File: config.mk
export PLATFORM = sky130hd
export DESIGN_NAME = sctg_spi_controller
export DESIGN_NICKNAME = d
export VERILOG_FILES = /design/src/common/sctg_pkg.sv /design/src/design/sctg_spi_controller.sv
export VERILOG_INCLUDE_DIRS = /design/src /design/src/common
export SDC_FILE = /design/constraint.sdc
export NUM_CORES = 1
export LEC_CHECK = 0
export ABC_AREA = 1
export BUFFER_PORTS_ARGS = -buffer_cell sky130_fd_sc_hd__buf_2
export CORE_MARGIN = 10
export CORE_UTILIZATION = 57
export CTS_BUF_LIST = sky130_fd_sc_hd__clkbuf_8
export DETAILED_ROUTE_END_ITERATION = 10
export PLACE_DENSITY = 0.88
export SETUP_SLACK_MARGIN = 0.2
export SYNTH_ARGS = -nofsm -noshare
export SYNTH_HDL_FRONTEND = slang
export SYNTH_SLANG_ARGS = --single-unit
File: constraint.sdc
create_clock -name sys_clk -period 3.2 [get_ports sys_clk]
set_clock_uncertainty 0.15 [all_clocks]
set_input_delay 0 -clock sys_clk [delete_from_list [all_inputs] [get_ports sys_clk]]
set_output_delay 0 -clock sys_clk [all_outputs]
set_load 0.02 [all_outputs]
File: src/common/sctg_map.svh
`ifndef SCTG_MAP_SVH
`define SCTG_MAP_SVH

// ------------------------------------------------------------
// field positions
// ------------------------------------------------------------
`define SCTG_CTRL_SEL_BIT 0
`define SCTG_FMT_PHASE_BIT 16
`define SCTG_FMT_POL_BIT 17
`define SCTG_FMT_PS_LSB 8
`define SCTG_FMT_PS_MSB 15
`define SCTG_DLY_C2T_LSB 24
`define SCTG_DLY_C2T_MSB 31
`define SCTG_DLY_T2C_LSB 16
`define SCTG_DLY_T2C_MSB 23

// ------------------------------------------------------------
// timing counts, in bus clock cycles
// ------------------------------------------------------------
`define SCTG_PS0_PERIOD 10'h002
`define SCTG_C2T_BASE 10'h002
`define SCTG_C2T_HOLD 10'h003
`define SCTG_T2C_BASE 10'h001

// ------------------------------------------------------------
// reset values
// ------------------------------------------------------------
`define SCTG_RST_WORD 16'h0000

`endif

File: src/common/sctg_pkg.sv
package sctg_pkg;
    typedef enum logic [1:0] {
        SCTG_IDLE = 2'b00,
        SCTG_SETUP = 2'b01,
        SCTG_XFER = 2'b10,
        SCTG_HOLD = 2'b11
    } sctg_state_t;
endpackage : sctg_pkg

File: src/design/sctg_spi_controller.sv
// Operation
// - controller-select bit 0 set: drive serial clock and data, sample incoming data.
// - format bit 16 selects clock phase 0 or phase 1.
// - format bit 17 selects clock polarity, hence the active edge.
// - clock period is prescale_value + 1 cycles, or 2 cycles for value 0.
// - serial clock spends half the period, rounded down, after the leading edge and the rest after the trailing one.
// - cs to first edge: delay + 2, or + 3 with hold; phase 1 adds half period.
// - after last edge, chip select stays active clock_to_cs_delay + 1 cycles.
// - both delays come from fields of the delay register.
`include "sctg_map.svh"

module sctg_spi_controller #(
    parameter int DATA_W = 16
) (
    input wire logic sys_clk,
    input wire logic rstn,
    input wire logic [31:0] serial_global_control,
    input wire logic [31:0] serial_format_reg,
    input wire logic [31:0] serial_delay_reg,
    input wire logic cs_hold_keep,
    input wire logic start,
    input wire logic [DATA_W-1:0] tx_data,
    input wire logic controller_in_line,
    output logic serial_clock_pin,
    output logic serial_clock_oe,
    output logic controller_out_line,
    output logic controller_out_oe,
    output logic cs_active_n,
    output logic busy,
    output logic done,
    output logic [DATA_W-1:0] rx_data
);
    localparam int EW = $clog2(2 * DATA_W);
    localparam logic [EW-1:0] LAST_EDGE = EW'(2 * DATA_W - 1);

    // edge counter and shift registers are sized for 2..32 bits only
    if (DATA_W < 2 || DATA_W > 32) begin : gen_bad_width
        $error("sctg_spi_controller: DATA_W must lie in 2..32");
    end

    // ------------------------------------------------------------
    // helpers
    // ------------------------------------------------------------
    function automatic logic [9:0] period_of(input logic [7:0] ps);
        period_of = (ps == 8'h00) ? `SCTG_PS0_PERIOD : {2'b00, ps} + 10'h001;
    endfunction : period_of

    // half after the leading edge gets the floor, the other half the rest, so odd periods stay within a cycle
    function automatic logic [9:0] half_of(input logic [9:0] per);
        half_of = {1'b0, per[9:1]};
    endfunction : half_of

    // ------------------------------------------------------------
    // configuration decode
    // ------------------------------------------------------------
    logic ctrl_mode;
    logic cfg_phase;
    logic cfg_pol;
    logic [7:0] cfg_ps;
    logic [7:0] cfg_c2t;
    logic [7:0] cfg_t2c;
    assign ctrl_mode = serial_global_control[`SCTG_CTRL_SEL_BIT];
    assign cfg_phase = serial_format_reg[`SCTG_FMT_PHASE_BIT];
    assign cfg_pol = serial_format_reg[`SCTG_FMT_POL_BIT];
    assign cfg_ps = serial_format_reg[`SCTG_FMT_PS_MSB:`SCTG_FMT_PS_LSB];
    assign cfg_c2t = serial_delay_reg[`SCTG_DLY_C2T_MSB:`SCTG_DLY_C2T_LSB];
    assign cfg_t2c = serial_delay_reg[`SCTG_DLY_T2C_MSB:`SCTG_DLY_T2C_LSB];

    // ------------------------------------------------------------
    // incoming line synchroniser
    // ------------------------------------------------------------
    // three stages and a filter register add latency; at the fastest prescale the sampled bit
    // lags the line by four cycles, a known limitation
    logic din_s1_r;
    logic din_s2_r;
    logic din_s3_r;
    logic din_r;
    always_ff @(posedge sys_clk or negedge rstn) begin
        if (!rstn) begin
            din_s1_r <= 1'b0;
            din_s2_r <= 1'b0;
            din_s3_r <= 1'b0;
            din_r <= 1'b0;
        end else begin
            din_s1_r <= controller_in_line;
            din_s2_r <= din_s1_r;
            din_s3_r <= din_s2_r;
            if (din_s2_r == din_s3_r) begin
                din_r <= din_s3_r;
            end
        end
    end

    // ------------------------------------------------------------
    // sequencer: setup delay, clock edges, hold delay
    // ------------------------------------------------------------
    sctg_pkg::sctg_state_t state_r;
    logic [9:0] cnt_r;
    logic [9:0] per_r;
    logic [EW-1:0] edge_r;
    logic phase_r;
    logic edge_now;
    logic lead_edge;
    logic last_edge;
    logic [9:0] setup_nxt;

    assign edge_now = (state_r == sctg_pkg::SCTG_SETUP || state_r == sctg_pkg::SCTG_XFER)
        && cnt_r == 10'h000;
    assign lead_edge = edge_now && !edge_r[0];
    assign last_edge = edge_now && edge_r == LAST_EDGE;

    always_comb begin
        setup_nxt = {2'b00, cfg_c2t} + (cs_hold_keep ? `SCTG_C2T_HOLD : `SCTG_C2T_BASE);
        if (cfg_phase) begin
            setup_nxt = setup_nxt + half_of(period_of(cfg_ps));
        end
        setup_nxt = setup_nxt - 10'h001;
    end

    always_ff @(posedge sys_clk or negedge rstn) begin
        if (!rstn) begin
            state_r <= sctg_pkg::SCTG_IDLE;
            cnt_r <= 10'h000;
            per_r <= `SCTG_PS0_PERIOD;
            edge_r <= '0;
            phase_r <= 1'b0;
            cs_active_n <= 1'b1;
            busy <= 1'b0;
            done <= 1'b0;
        end else begin
            done <= 1'b0;
            case (state_r)
                sctg_pkg::SCTG_IDLE: begin
                    if (start && ctrl_mode) begin
                        state_r <= sctg_pkg::SCTG_SETUP;
                        cnt_r <= setup_nxt;
                        per_r <= period_of(cfg_ps);
                        phase_r <= cfg_phase;
                        edge_r <= '0;
                        cs_active_n <= 1'b0;
                        busy <= 1'b1;
                    end
                end
                sctg_pkg::SCTG_SETUP, sctg_pkg::SCTG_XFER: begin
                    if (!edge_now) begin
                        cnt_r <= cnt_r - 10'h001;
                    end else if (last_edge) begin
                        state_r <= sctg_pkg::SCTG_HOLD;
                        cnt_r <= {2'b00, cfg_t2c} + `SCTG_T2C_BASE - 10'h001;
                    end else begin
                        state_r <= sctg_pkg::SCTG_XFER;
                        edge_r <= edge_r + EW'(1);
                        // leading edge starts the first half, trailing the second
                        cnt_r <= (edge_r[0] ? per_r - half_of(per_r) : half_of(per_r))
                            - 10'h001;
                    end
                end
                sctg_pkg::SCTG_HOLD: begin
                    if (cnt_r == 10'h000) begin
                        state_r <= sctg_pkg::SCTG_IDLE;
                        cs_active_n <= 1'b1;
                        busy <= 1'b0;
                        done <= 1'b1;
                    end else begin
                        cnt_r <= cnt_r - 10'h001;
                    end
                end
                default: begin
                    state_r <= sctg_pkg::SCTG_IDLE;
                    cs_active_n <= 1'b1;
                    busy <= 1'b0;
                end
            endcase
        end
    end

    // ------------------------------------------------------------
    // serial clock and pin enables
    // ------------------------------------------------------------
    always_ff @(posedge sys_clk or negedge rstn) begin
        if (!rstn) begin
            serial_clock_pin <= 1'b0;
            serial_clock_oe <= 1'b0;
            controller_out_oe <= 1'b0;
        end else begin
            serial_clock_oe <= ctrl_mode;
            controller_out_oe <= ctrl_mode;
            if (state_r == sctg_pkg::SCTG_IDLE) begin
                serial_clock_pin <= cfg_pol;
            end else if (edge_now) begin
                serial_clock_pin <= ~serial_clock_pin;
            end
        end
    end

    // ------------------------------------------------------------
    // shift data path
    // ------------------------------------------------------------
    logic [DATA_W-1:0] tx_sh_r;
    logic [DATA_W-1:0] rx_sh_r;
    always_ff @(posedge sys_clk or negedge rstn) begin
        if (!rstn) begin
            tx_sh_r <= '0;
            rx_sh_r <= '0;
            rx_data <= '0;
            controller_out_line <= 1'b0;
        end else if (state_r == sctg_pkg::SCTG_IDLE) begin
            if (start && ctrl_mode) begin
                if (!cfg_phase) begin
                    controller_out_line <= tx_data[DATA_W-1];
                    tx_sh_r <= {tx_data[DATA_W-2:0], 1'b0};
                end else begin
                    tx_sh_r <= tx_data;
                end
            end
        end else if (edge_now) begin
            // phase 0 drives on trailing edges except the last, phase 1 on leading ones
            if ((lead_edge == phase_r) && !(last_edge && !phase_r)) begin
                controller_out_line <= tx_sh_r[DATA_W-1];
                tx_sh_r <= {tx_sh_r[DATA_W-2:0], 1'b0};
            end
            if (lead_edge != phase_r) begin
                rx_sh_r <= {rx_sh_r[DATA_W-2:0], din_r};
            end
            if (last_edge) begin
                rx_data <= phase_r ? {rx_sh_r[DATA_W-2:0], din_r} : rx_sh_r;
            end
        end
    end
endmodule : sctg_spi_controller

Yosys cells after proc, flatten, opt, wreduce, memory -nomap -nowiden
Cells that the tools add are included.
{ "word_totals": {"regBits": 86, "latchBits": 0, "ramBits": 0, "rom_bits": 0, "input_bits": 117, "output_inout_bits": 23, "word_cells": 109, "mem_count": 0} }
{ "op_classes": {"n_addsub": 10, "mul": 0, "n_div": 0, "order_cmp": 0, "eq_ne": 13, "shift": 0, "n_mux": 39, "n_bitwise": 2, "reduce_logical": 27} }
{ "op_table": {"columns": ["operator", "n"], "rows": [
  ["$mux 16", 6],
  ["$mux 10", 6],
  ["$pmux 10 s3", 1],
  ["$sub 10x1->10 const B", 3],
  ["$add 8x1->9 const B", 2],
  ["$mux 1", 15],
  ["$mux 5", 3],
  ["$reduce_and 3->1", 5],
  ["$ne 2x2->1 const B", 6],
  ["$add 9x9->10", 1],
  ["$logic_not 10->1", 1],
  ["$pmux 5 s2", 1],
  ["$sub 10x9->10", 1],
  ["$sub 9x1->10 const B", 1],
  ["$add 8x2->9", 1],
  ["$mux 9", 1],
  ["$logic_not 8->1", 1],
  ["$reduce_and 4->1", 2],
  ["$reduce_bool 2->1", 4],
  ["$logic_and 1x1->1", 6],
  ["$mux 2", 3],
  ["$pmux 2 s3", 1],
  ["$add 5x1->5 const B", 1],
  ["$eq 5x5->1 const B", 1],
  ["11 further kinds", 18]
]} }

Depth between registers and ports, before layout
Gate-level depths: netlist of run 1.
{ "depth": {"ltp_word": 10, "depth_mapped": 26, "mapped_depth_nobuf": 26} }

Worst setup path after synthesis of run 1
No wires, ideal clock.
{ "synth_path": {"kind": "input-to-reg", "from": "in serial_format_reg[8]", "to": "reg cnt_r[8]", "setup_ns": 0.116, "t_arrival_ns": 2.479, "required_ns": 2.934, "setup_slack_ns": 0.454, "cell_stages": 20, "path_buffers": 0, "cell_sequence": "inv_1 ha_1 nand4_1 nor4_1 or2_2 ha_1 inv_1 fa_1 nand2_1 o21ai_0 ha_1 inv_1 nor2_1 nand2_1 nor2_1 nand3_1 o21ai_0 nand2_1 nand2_1 nand2_1"} }
{ "synth_via": {"elab_chain_cells": 7, "elab_cells_between_ends": 8, "cone_classes": "add/sub: 3; mux: 4; reduce/logical: 1"} }
{ "synth_rtl": {"columns": ["element", "line_no", "text"], "rows": [
  ["start: declaration", "sctg_spi_controller.sv:18", "input wire logic [31:0] serial_format_reg,"],
  ["$add 8x1->9 / $logic_not 8->1 (equally long branches)", "sctg_spi_controller.sv:45", "period_of = (ps == 8'h00) ? `SCTG_PS0_PERIOD : {2'b00, ps} + 10'h001;"],
  ["$mux 9 *", "sctg_spi_controller.sv:45", null],
  ["$add 9x9->10 *", "sctg_spi_controller.sv:115", "setup_nxt = setup_nxt + half_of(period_of(cfg_ps));"],
  ["$mux 10 *", "sctg_spi_controller.sv:114", "if (cfg_phase) begin"],
  ["$sub 10x1->10 *", "sctg_spi_controller.sv:117", "setup_nxt = setup_nxt - 10'h001;"],
  ["$mux 10 *", "sctg_spi_controller.sv:134", "if (start && ctrl_mode) begin"],
  ["$pmux 10 s3 *", "sctg_spi_controller.sv:132", "case (state_r)"],
  ["end signal: assignment", "sctg_spi_controller.sv:136", "cnt_r <= setup_nxt;"],
  ["end signal: assignment", "sctg_spi_controller.sv:146", "cnt_r <= cnt_r - 10'h001;"],
  ["end signal: assignment", "sctg_spi_controller.sv:149", "cnt_r <= {2'b00, cfg_t2c} + `SCTG_T2C_BASE - 10'h001;"],
  ["end: declaration", "sctg_spi_controller.sv:98", "logic [9:0] cnt_r;"]
]} }
Mark *: on every way between the ends. The rest lies on a longest branch, timed or not. The select of a mux whose other input is x is not followed.
A chain may end at the register's enable or synchronous reset.

Worst setup path in the final report of run 1
{ "layout_path": {"from": "reg per_r[1]", "to": "reg cnt_r[8]"} }
{ "layout_via": {"elab_chain_cells": 6} }
{ "layout_rtl": {"columns": ["element", "line_no", "text"], "rows": [
  ["start: declaration", "sctg_spi_controller.sv:99", "logic [9:0] per_r;"],
  ["start signal: assignment", "sctg_spi_controller.sv:124", "per_r <= `SCTG_PS0_PERIOD;"],
  ["start signal: assignment", "sctg_spi_controller.sv:137", "per_r <= period_of(cfg_ps);"],
  ["$sub 10x9->10", "sctg_spi_controller.sv:154", "cnt_r <= (edge_r[0] ? per_r - half_of(per_r) : half_of(per_r))"],
  ["$mux 10 *", "sctg_spi_controller.sv:154", null],
  ["$sub 10x1->10 *", "sctg_spi_controller.sv:155", "- 10'h001;"],
  ["$mux 10 *", "sctg_spi_controller.sv:147", "end else if (last_edge) begin"],
  ["$mux 10 *", "sctg_spi_controller.sv:145", "if (!edge_now) begin"],
  ["$pmux 10 s3 *", "sctg_spi_controller.sv:132", null],
  ["end signal: assignment", "sctg_spi_controller.sv:146", null],
  ["end signal: assignment", "sctg_spi_controller.sv:149", null],
  ["end signal: assignment", "sctg_spi_controller.sv:154", null]
]} }
Mark *: on every way between the ends. The rest lies on a longest branch, timed or not.

==> flow_metrics.tcl, run 1 <==
set metrics [dict create \
    antenna_found_initial 0 \
    path_class "reg2reg" \
    p_clk_share_pct 14.4 \
    hold_path.class "in2reg" \
    initial_core_util_pct 58.6 \
    grt-busiest-layer "met2" \
    swShare_pct 47.8 \
    area.growth.synth_to_final_pct 20.8 \
    crit_required_ns 3.36 \
    synth_cells 862 \
    setup_tns_ns 0 \
    p_switching_w 0.00274 \
    grt_pass1_vias 5700 \
    wl_per_cell_um 13.9 \
    end_kind "flop" \
    clock_tree.root_cell "clkbuf_8" \
    stdcell_count 1114 \
    track_usage_pct 20.4 \
    gp_congestion 0.928 \
    nNetsFinal 1119 \
    design_area_um2 7310 \
    numPlacedInstances 1047 \
    worstPathMaxFanout 4 \
    die_h_um 123 \
    grt_max_degree 80 \
    layout-drive-gt1-share_pct 17.6 \
    drt_iter0_markers 523 \
    cts_max_path_buffers 2 \
    dieArea_um2 15100 \
    dp_hpwl_um 10400 \
    syn_area_um2 6050 \
    cts.sinks 85 \
    r2r_slack_ns 0.36 \
    io_pins 140 \
    fin_util_pct 70.8 \
    slew_viol_final 0 \
    clkLatencyLatePin_ns 0.38 \
    grt_setup_unrepaired "true" \
    ys_seq_elements 85 \
    fin_crit_sh_pct 88.7 \
    overflow 0 \
    die_x_um 123 \
    p_leak_nw 3.66 \
    yosysUniqueCellTypes 49 \
    cp_data_arrival_time_ns 3.00 \
    port_buffers 70 \
    place_area_um2 6490 \
    synth_edf_count 0 \
    drt-total-wl_um 15500 \
    powerDensity_nw_per_um2 783 \
    hold_viol 0 \
    ys.flop_type "dfrtp_1" \
    core-area_um2 10300 \
    outcome "complete, no violations" \
    seqPwrFrac_pct 26.6 \
    start_kind "flop" \
    tightest_slew_ns 0.988 \
    path_clk_slew_ns 0.09 \
    cts-buffers-inserted 9 \
    ctsHtreeMaxLevel 3 \
    dr_total_vias 5978 \
    yosysWarnings 0 \
    remaining_drc_errors 0 \
    antenna_left 0 \
    grt_pass1_wl_um 25600 \
    syn-num-nets 1009 \
    tritoncts "built" \
    peakVddDrop_mv 0.481 \
    grt_use_met2_pct 33.7 \
    setup_viol 0 \
    p_comb_share_pct 59.0 \
    max-cap-violations 0 \
    yosysSeqAreaShare_pct 35.2 \
    synthArstFlopShare_pct 100 \
    use_met3_pct 3.28 \
    p_int_w 0.00299 \
    slew_headroom_pct 34.2 \
    period_needed_ns 2.84 \
    firstDrtPassIters 7 \
    fmax_mhz 352 \
    vias_per_cell 5.37 \
    met1_usage_pct 25.7 \
    row_count 37 \
    avgSynthCellArea_um2 7.02 \
]
-- power by group through the flow --
stage | Clock (W) | Combinational, W | Sequential, W
2_1_floorplan | 0 | 0.00245 | 0.00153
3_3_place_gp | 0 | 0.00299 | 0.00153
3_5_place_dp | 0 | 0.00305 | 0.00154
4_1_cts | 0.000834 | 0.00319 | 0.00152
5_1_grt | 0.000875 | 0.00383 | 0.00155
6_report | 0.000823 | 0.00338 | 0.00153
-- layout by cell type, fill, tap and decap left out, types with 3 or more instances in the layout --
cell,count
xor2_1,13
nor2_2,9
dlygate4sd3_1,43
o21ai_2,22
o21ai_1,33
nand3_1,50
o211ai_1,3
buf_4,18
ha_4,4
nand3_2,3
inv_2,9
inv_8,3
buf_2,69
o31ai_1,3
nand2_1,216
nor2_1,56
nand4_1,13
a21oi_1,24
o22ai_1,19
clkbuf_8,9
o21ai_0,78
dfrtp_1,83
inv_1,128
ha_1,22
-- final cells by class --
| type | count | area (um^2) |
|---|---|---|
| antenna | 1 | 2.50 |
| clock buffer | 9 | 124 |
| clock inverter | 7 | 88.8 |
| fill | 809 | 3010 |
| inverter | 138 | 523 |
| multi-input combinational | 607 | 3350 |
| sequential | 85 | 2130 |
| tap | 136 | 170 |
| timing repair buffer | 131 | 923 |
-- Yosys cell counts (2+ instances only) --
master | instances | area, um^2
xnor2_1 | 2 | 17.5
o22ai_1 | 20 | 125
clkbuf_1 | 15 | 56.3
o21ai_2 | 21 | 184
or2_1 | 2 | 12.5
nor2_4 | 2 | 22.5
nor2_1 | 61 | 229
fa_1 | 2 | 40.0
xor2_1 | 13 | 114
o31ai_1 | 3 | 22.5
buf_1 | 2 | 7.51
nand3_2 | 3 | 30.0
o21a_1 | 2 | 15.0
o21ai_1 | 31 | 155
a21oi_1 | 25 | 125
o211ai_1 | 3 | 22.5
inv_2 | 7 | 26.3
nand2_1 | 218 | 818
dfstp_2 | 2 | 52.6
buf_4 | 3 | 22.5
nor3_1 | 3 | 15.0
buf_6 | 4 | 45.0
ha_1 | 28 | 350
dfrtp_1 | 83 | 2080
nand3_1 | 50 | 250
inv_1 | 130 | 488
nand4_1 | 13 | 81.3
o21ai_0 | 81 | 405
nor2_2 | 4 | 25.0
buf_2 | 8 | 40.0
nor4_1 | 2 | 12.5
or2_2 | 2 | 12.5
-- cell families (layout without fill, tap and decap cells) --
| group | Yosys count | after routing | share of synthesized area, % |
|---|---|---|---|
| AND/OR/NAND/NOR | 364 | 364 | 25.5 |
| XOR/XNOR | 15 | 15 | 2.17 |
| AO/OA/AOI/OAI | 196 | 196 | 18.9 |
| flip-flops | 85 | 85 | 35.2 |
| adder cells (fa/ha/maj) | 31 | 31 | 6.62 |
| multiplexers | 1 | 1 | 0.165 |
| buffers and inverters | 170 | 285 | 11.5 |
| other | 0 | 1 | 0 |
-- stage by stage --
step           power (W)  setup slack (ns)  hold WS, ns
6_report         0.00573             0.361       0.0502
5_1_grt          0.00626             0.137        0.106
4_1_cts          0.00554             0.304      0.00441
3_5_place_dp     0.00459            0.0550      -0.0402
3_3_place_gp     0.00451            0.0797      -0.0414
2_1_floorplan    0.00398             0.454       -0.446
-- critical path: stages (launching register included) --
cell and delay [ns]:
dfstp_2 0.60, ha_1 0.17, inv_1 0.08, fa_2 0.42
o21ai_2 0.15, ha_2 0.20, nand3b_1 0.15, nor3_4 0.25
nand2_1 0.07, o21ai_1 0.10, nand3_1 0.11, nand3_1 0.09
nand2_1 0.08, nand2_1 0.07, nand2_1 0.05, nand2_1 0.05
-- path summary, 6_finish.rpt --
path	start	end	depth (start not counted)
max	per_r[1]$_DFFE_PN1P_	cnt_r[8]$_DFFE_PN0P_	15
min	serial_delay_reg[16]	cnt_r[0]$_DFFE_PN0P_	5
max reg2reg	per_r[1]$_DFFE_PN1P_	cnt_r[8]$_DFFE_PN0P_	15
min reg2reg	din_s1_r$_DFF_PN0_	din_s2_r$_DFF_PN0_	0
max in group asynchronous	rstn	cs_active_n$_DFFE_PN1P_	3
min in group asynchronous	rstn	edge_r[0]$_DFFE_PN0P_	2
-- metal layers --
metal  part of all wire, %  vias up
li1                      -     3021
met1                    43     2715
met2                    48      199
met3                   6.5       43
met4                   3.0        0
met5                     0        -
-- repair_timing --
action                                  4_1_cts  5_1_grt
buffers inserted                              0        6
endpoints found under the setup margin        0        8
hold buffers                                 44        0
resized for setup                             0       32
hold endpoints to repair                    110        0
-- registers in the layout, indices dropped and copies added (netlist names) --
name	flops
busy	1
cnt_r	10
controller_out_line	1
controller_out_oe	1
cs_active_n	1
din_r	1
din_s1_r	1
din_s2_r	1
din_s3_r	1
done	1
edge_r	5
per_r	9
phase_r	1
rx_data	16
rx_sh_r	16
serial_clock_pin	1
state_r	2
tx_sh_r	16
Note: power is estimated with default switching activity, not from simulation.
==> run 2, diff against run 1 <==
clock period = 2.7 ns   (was 3.2 ns; I/O delays follow)
==> run 2 against run 1 <==
The flow now finishes with violations (setup timing). Utilization grew 2.7 points. Sequential power grew 19%. Sequential cell count is the same. Largest power group unchanged. Final cell count grew 2.7%. Clock power grew 15%. Largest cell class unchanged. Worst hold slack lost 0.040 ns.
==> flow_metrics.tcl, run 2 (synthesis results as in run 1) <==
set metrics [dict create \
    outcome "complete, but fails checks" \
    violations "setup timing" \
    row_count 37 \
    die_x_um 123 \
    antennaDiodeCount 0 \
    clkLatencyLatePin_ns 0.36 \
    tritoncts "built" \
    peakVddDrop_mv 0.521 \
    setup_tns_ns -0.159 \
    max-cap-violations 0 \
    cts_max_path_buffers 2 \
    grt_max_degree 45 \
    rr_endpoint "cnt_r[9]$_DFFE_PN0P_" \
    grt_pass1_vias 6057 \
    hold_viol 0 \
    port_buffers 70 \
    grt_setup_unrepaired "true" \
    rr_startpoint "per_r[1]$_DFFE_PN1P_" \
    core-area_um2 10300 \
    gp_congestion 0.951 \
    crit_required_ns 2.85 \
    path_clk_slew_ns 0.09 \
    fmax_mhz 363 \
    critPathTopFamily "simple AND/OR/NAND/NOR gates" \
    holdWs_ns 0.0101 \
    end_kind "flop" \
    fin_total_pwr_w 0.00719 \
    slew_viol_final 0 \
    setup_viol 6 \
    use_met3_pct 3.42 \
    grt_pass1_wl_um 27600 \
    crit_top_cell "nand2_1" \
    slew_headroom_pct 62.4 \
    die_h_um 123 \
    reg_top3 "rx_data (16), rx_sh_r (16), tx_sh_r (16)" \
    track_usage_pct 21.9 \
    powerDensity_nw_per_um2 948 \
    antenna_left 0 \
    worstPathMaxFanout 3 \
    tightest_slew_ns 0.564 \
    clock_tree.root_cell "clkbuf_8" \
    fin_util_pct 73.5 \
    area.growth.synth_to_final_pct 25.4 \
    drt-total-wl_um 16400 \
    crit_slowest_cell "dfstp_2" \
    dr_total_vias 6290 \
    critPathMaxStageDelay_ns 0.57 \
    fin_crit_sh_pct 102 \
    worst-r2r-cell-count 18 \
    remaining_drc_errors 0 \
    final_common_cell "nand2_1" \
    post-place-ws_ns -0.354 \
    initial_core_util_pct 58.6 \
    cp_data_arrival_time_ns 2.91 \
    ctsHtreeMaxLevel 3 \
    vias_per_cell 5.50 \
    nNetsFinal 1150 \
    firstDrtPassIters 6 \
    cts-buffers-inserted 9 \
    drt_iter0_markers 593 \
    met1_usage_pct 27.2 \
    start_kind "flop" \
    overflow 0 \
    crit_buf_inv 1 \
    grt_use_met2_pct 37.3 \
    period_needed_ns 2.75 \
    grt-busiest-layer "met2" \
    setup_ws_ns -0.0514 \
    p_leak_nw 3.82 \
    layout-drive-gt1-share_pct 22.6 \
    path_class "reg2reg" \
    dp_hpwl_um 11200 \
    antenna_found_initial 0 \
    path_cells "ha_4, inv_2, fa_2, o21ai_2, nand2_1, nor2_2, nand3_2, nor2_4, nand3_2, nand2_1, nand3_1, nand2_1, nand2_1, nand2_2, nand2_1, nand2_1, nand2_1, nand2_1" \
    final_cell_mix "nand2_1 (213), inv_1 (125), dfrtp_1 (83)" \
    hold_path.class "in2async" \
    io_pins 140 \
    dieArea_um2 15100 \
    r2r_slack_ns -0.05 \
    wl_per_cell_um 14.3 \
    cts.sinks 85 \
]
[run 2: cell count changes in the layout (fill, tap and decap cells not counted), sizes merged]
cell | previous run | this run
clkinvlp | 1 | 2
dlygate4sd3 | 43 | 32
diode | 1 | 0
buf | 87 | 130
inv | 142 | 141
dlymetal6s4s | 1 | 0
[run 2: worst max path at each step]
| stage | start | to | slack (ns) | cells after the start |
|---|---|---|---|---|
| 2_1_floorplan | serial_format_reg[8] | cnt_r[8]$_DFFE_PN0P_ | 0.12 | 20 |
| 3_3_place_gp | serial_format_reg[8] | cnt_r[9]$_DFFE_PN0P_ | -0.24 | 23 |
| 3_5_place_dp | serial_format_reg[8] | cnt_r[9]$_DFFE_PN0P_ | -0.35 | 23 |
| 4_1_cts | per_r[1]$_DFFE_PN1P_ | cnt_r[2]$_DFFE_PN0P_ | 0.02 | 13 |
| 5_1_grt | per_r[1]$_DFFE_PN1P_ | cnt_r[9]$_DFFE_PN0P_ | -0.21 | 18 |
| 6_report | per_r[1]$_DFFE_PN1P_ | cnt_r[9]$_DFFE_PN0P_ | -0.05 | 18 |
[run 2: timing repair]
| action | in CTS | in global routing |
|---|---|---|
| setup endpoints to repair | 8 | 29 |
| buffers inserted | 7 | 7 |
| hold buffers | 32 | 0 |
| pin swaps | 22 | 17 |
| hold endpoints to repair | 111 | 0 |
| resized for setup | 23 | 19 |
[run 2: routing by layer]
| metal | wire [um] | part of all wire, % |
|---|---|---|
| met5 | 0 | 0 |
| met4 | 672 | 4.1 |
| met3 | 1070 | 6.5 |
| met2 | 7880 | 48 |
| met1 | 6760 | 41 |
[run 2: cell type report]
| type | instances | area (um^2) |
|---|---|---|
| clock buffers | 9 | 124 |
| clock inverters | 7 | 78.8 |
| fillers | 758 | 2730 |
| inverters | 138 | 538 |
| multi-input cells | 607 | 3390 |
| flip-flops and latches | 85 | 2130 |
| well taps | 136 | 170 |
| repair buffers | 162 | 1160 |
[run 2: power by group]
| group | internal (W) | total (W) | switching, W |
|---|---|---|---|
| combinational | 0.00170 | 0.00443 | 0.00273 |
| clock | 0.000439 | 0.000944 | 0.000505 |
| sequential | 0.00160 | 0.00182 | 0.000211 |
| total | 0.00375 | 0.00719 | 0.00344 |
[run 2: stage by stage]
| stage | std cells | area, um^2 |
|---|---|---|
| floorplan | 862 | 6110 |
| global placement | 1082 | 6820 |
| detailed placement | 1082 | 6820 |
| CTS | 1137 | 7470 |
| global route | 1144 | 7590 |
| finish | 1144 | 7590 |
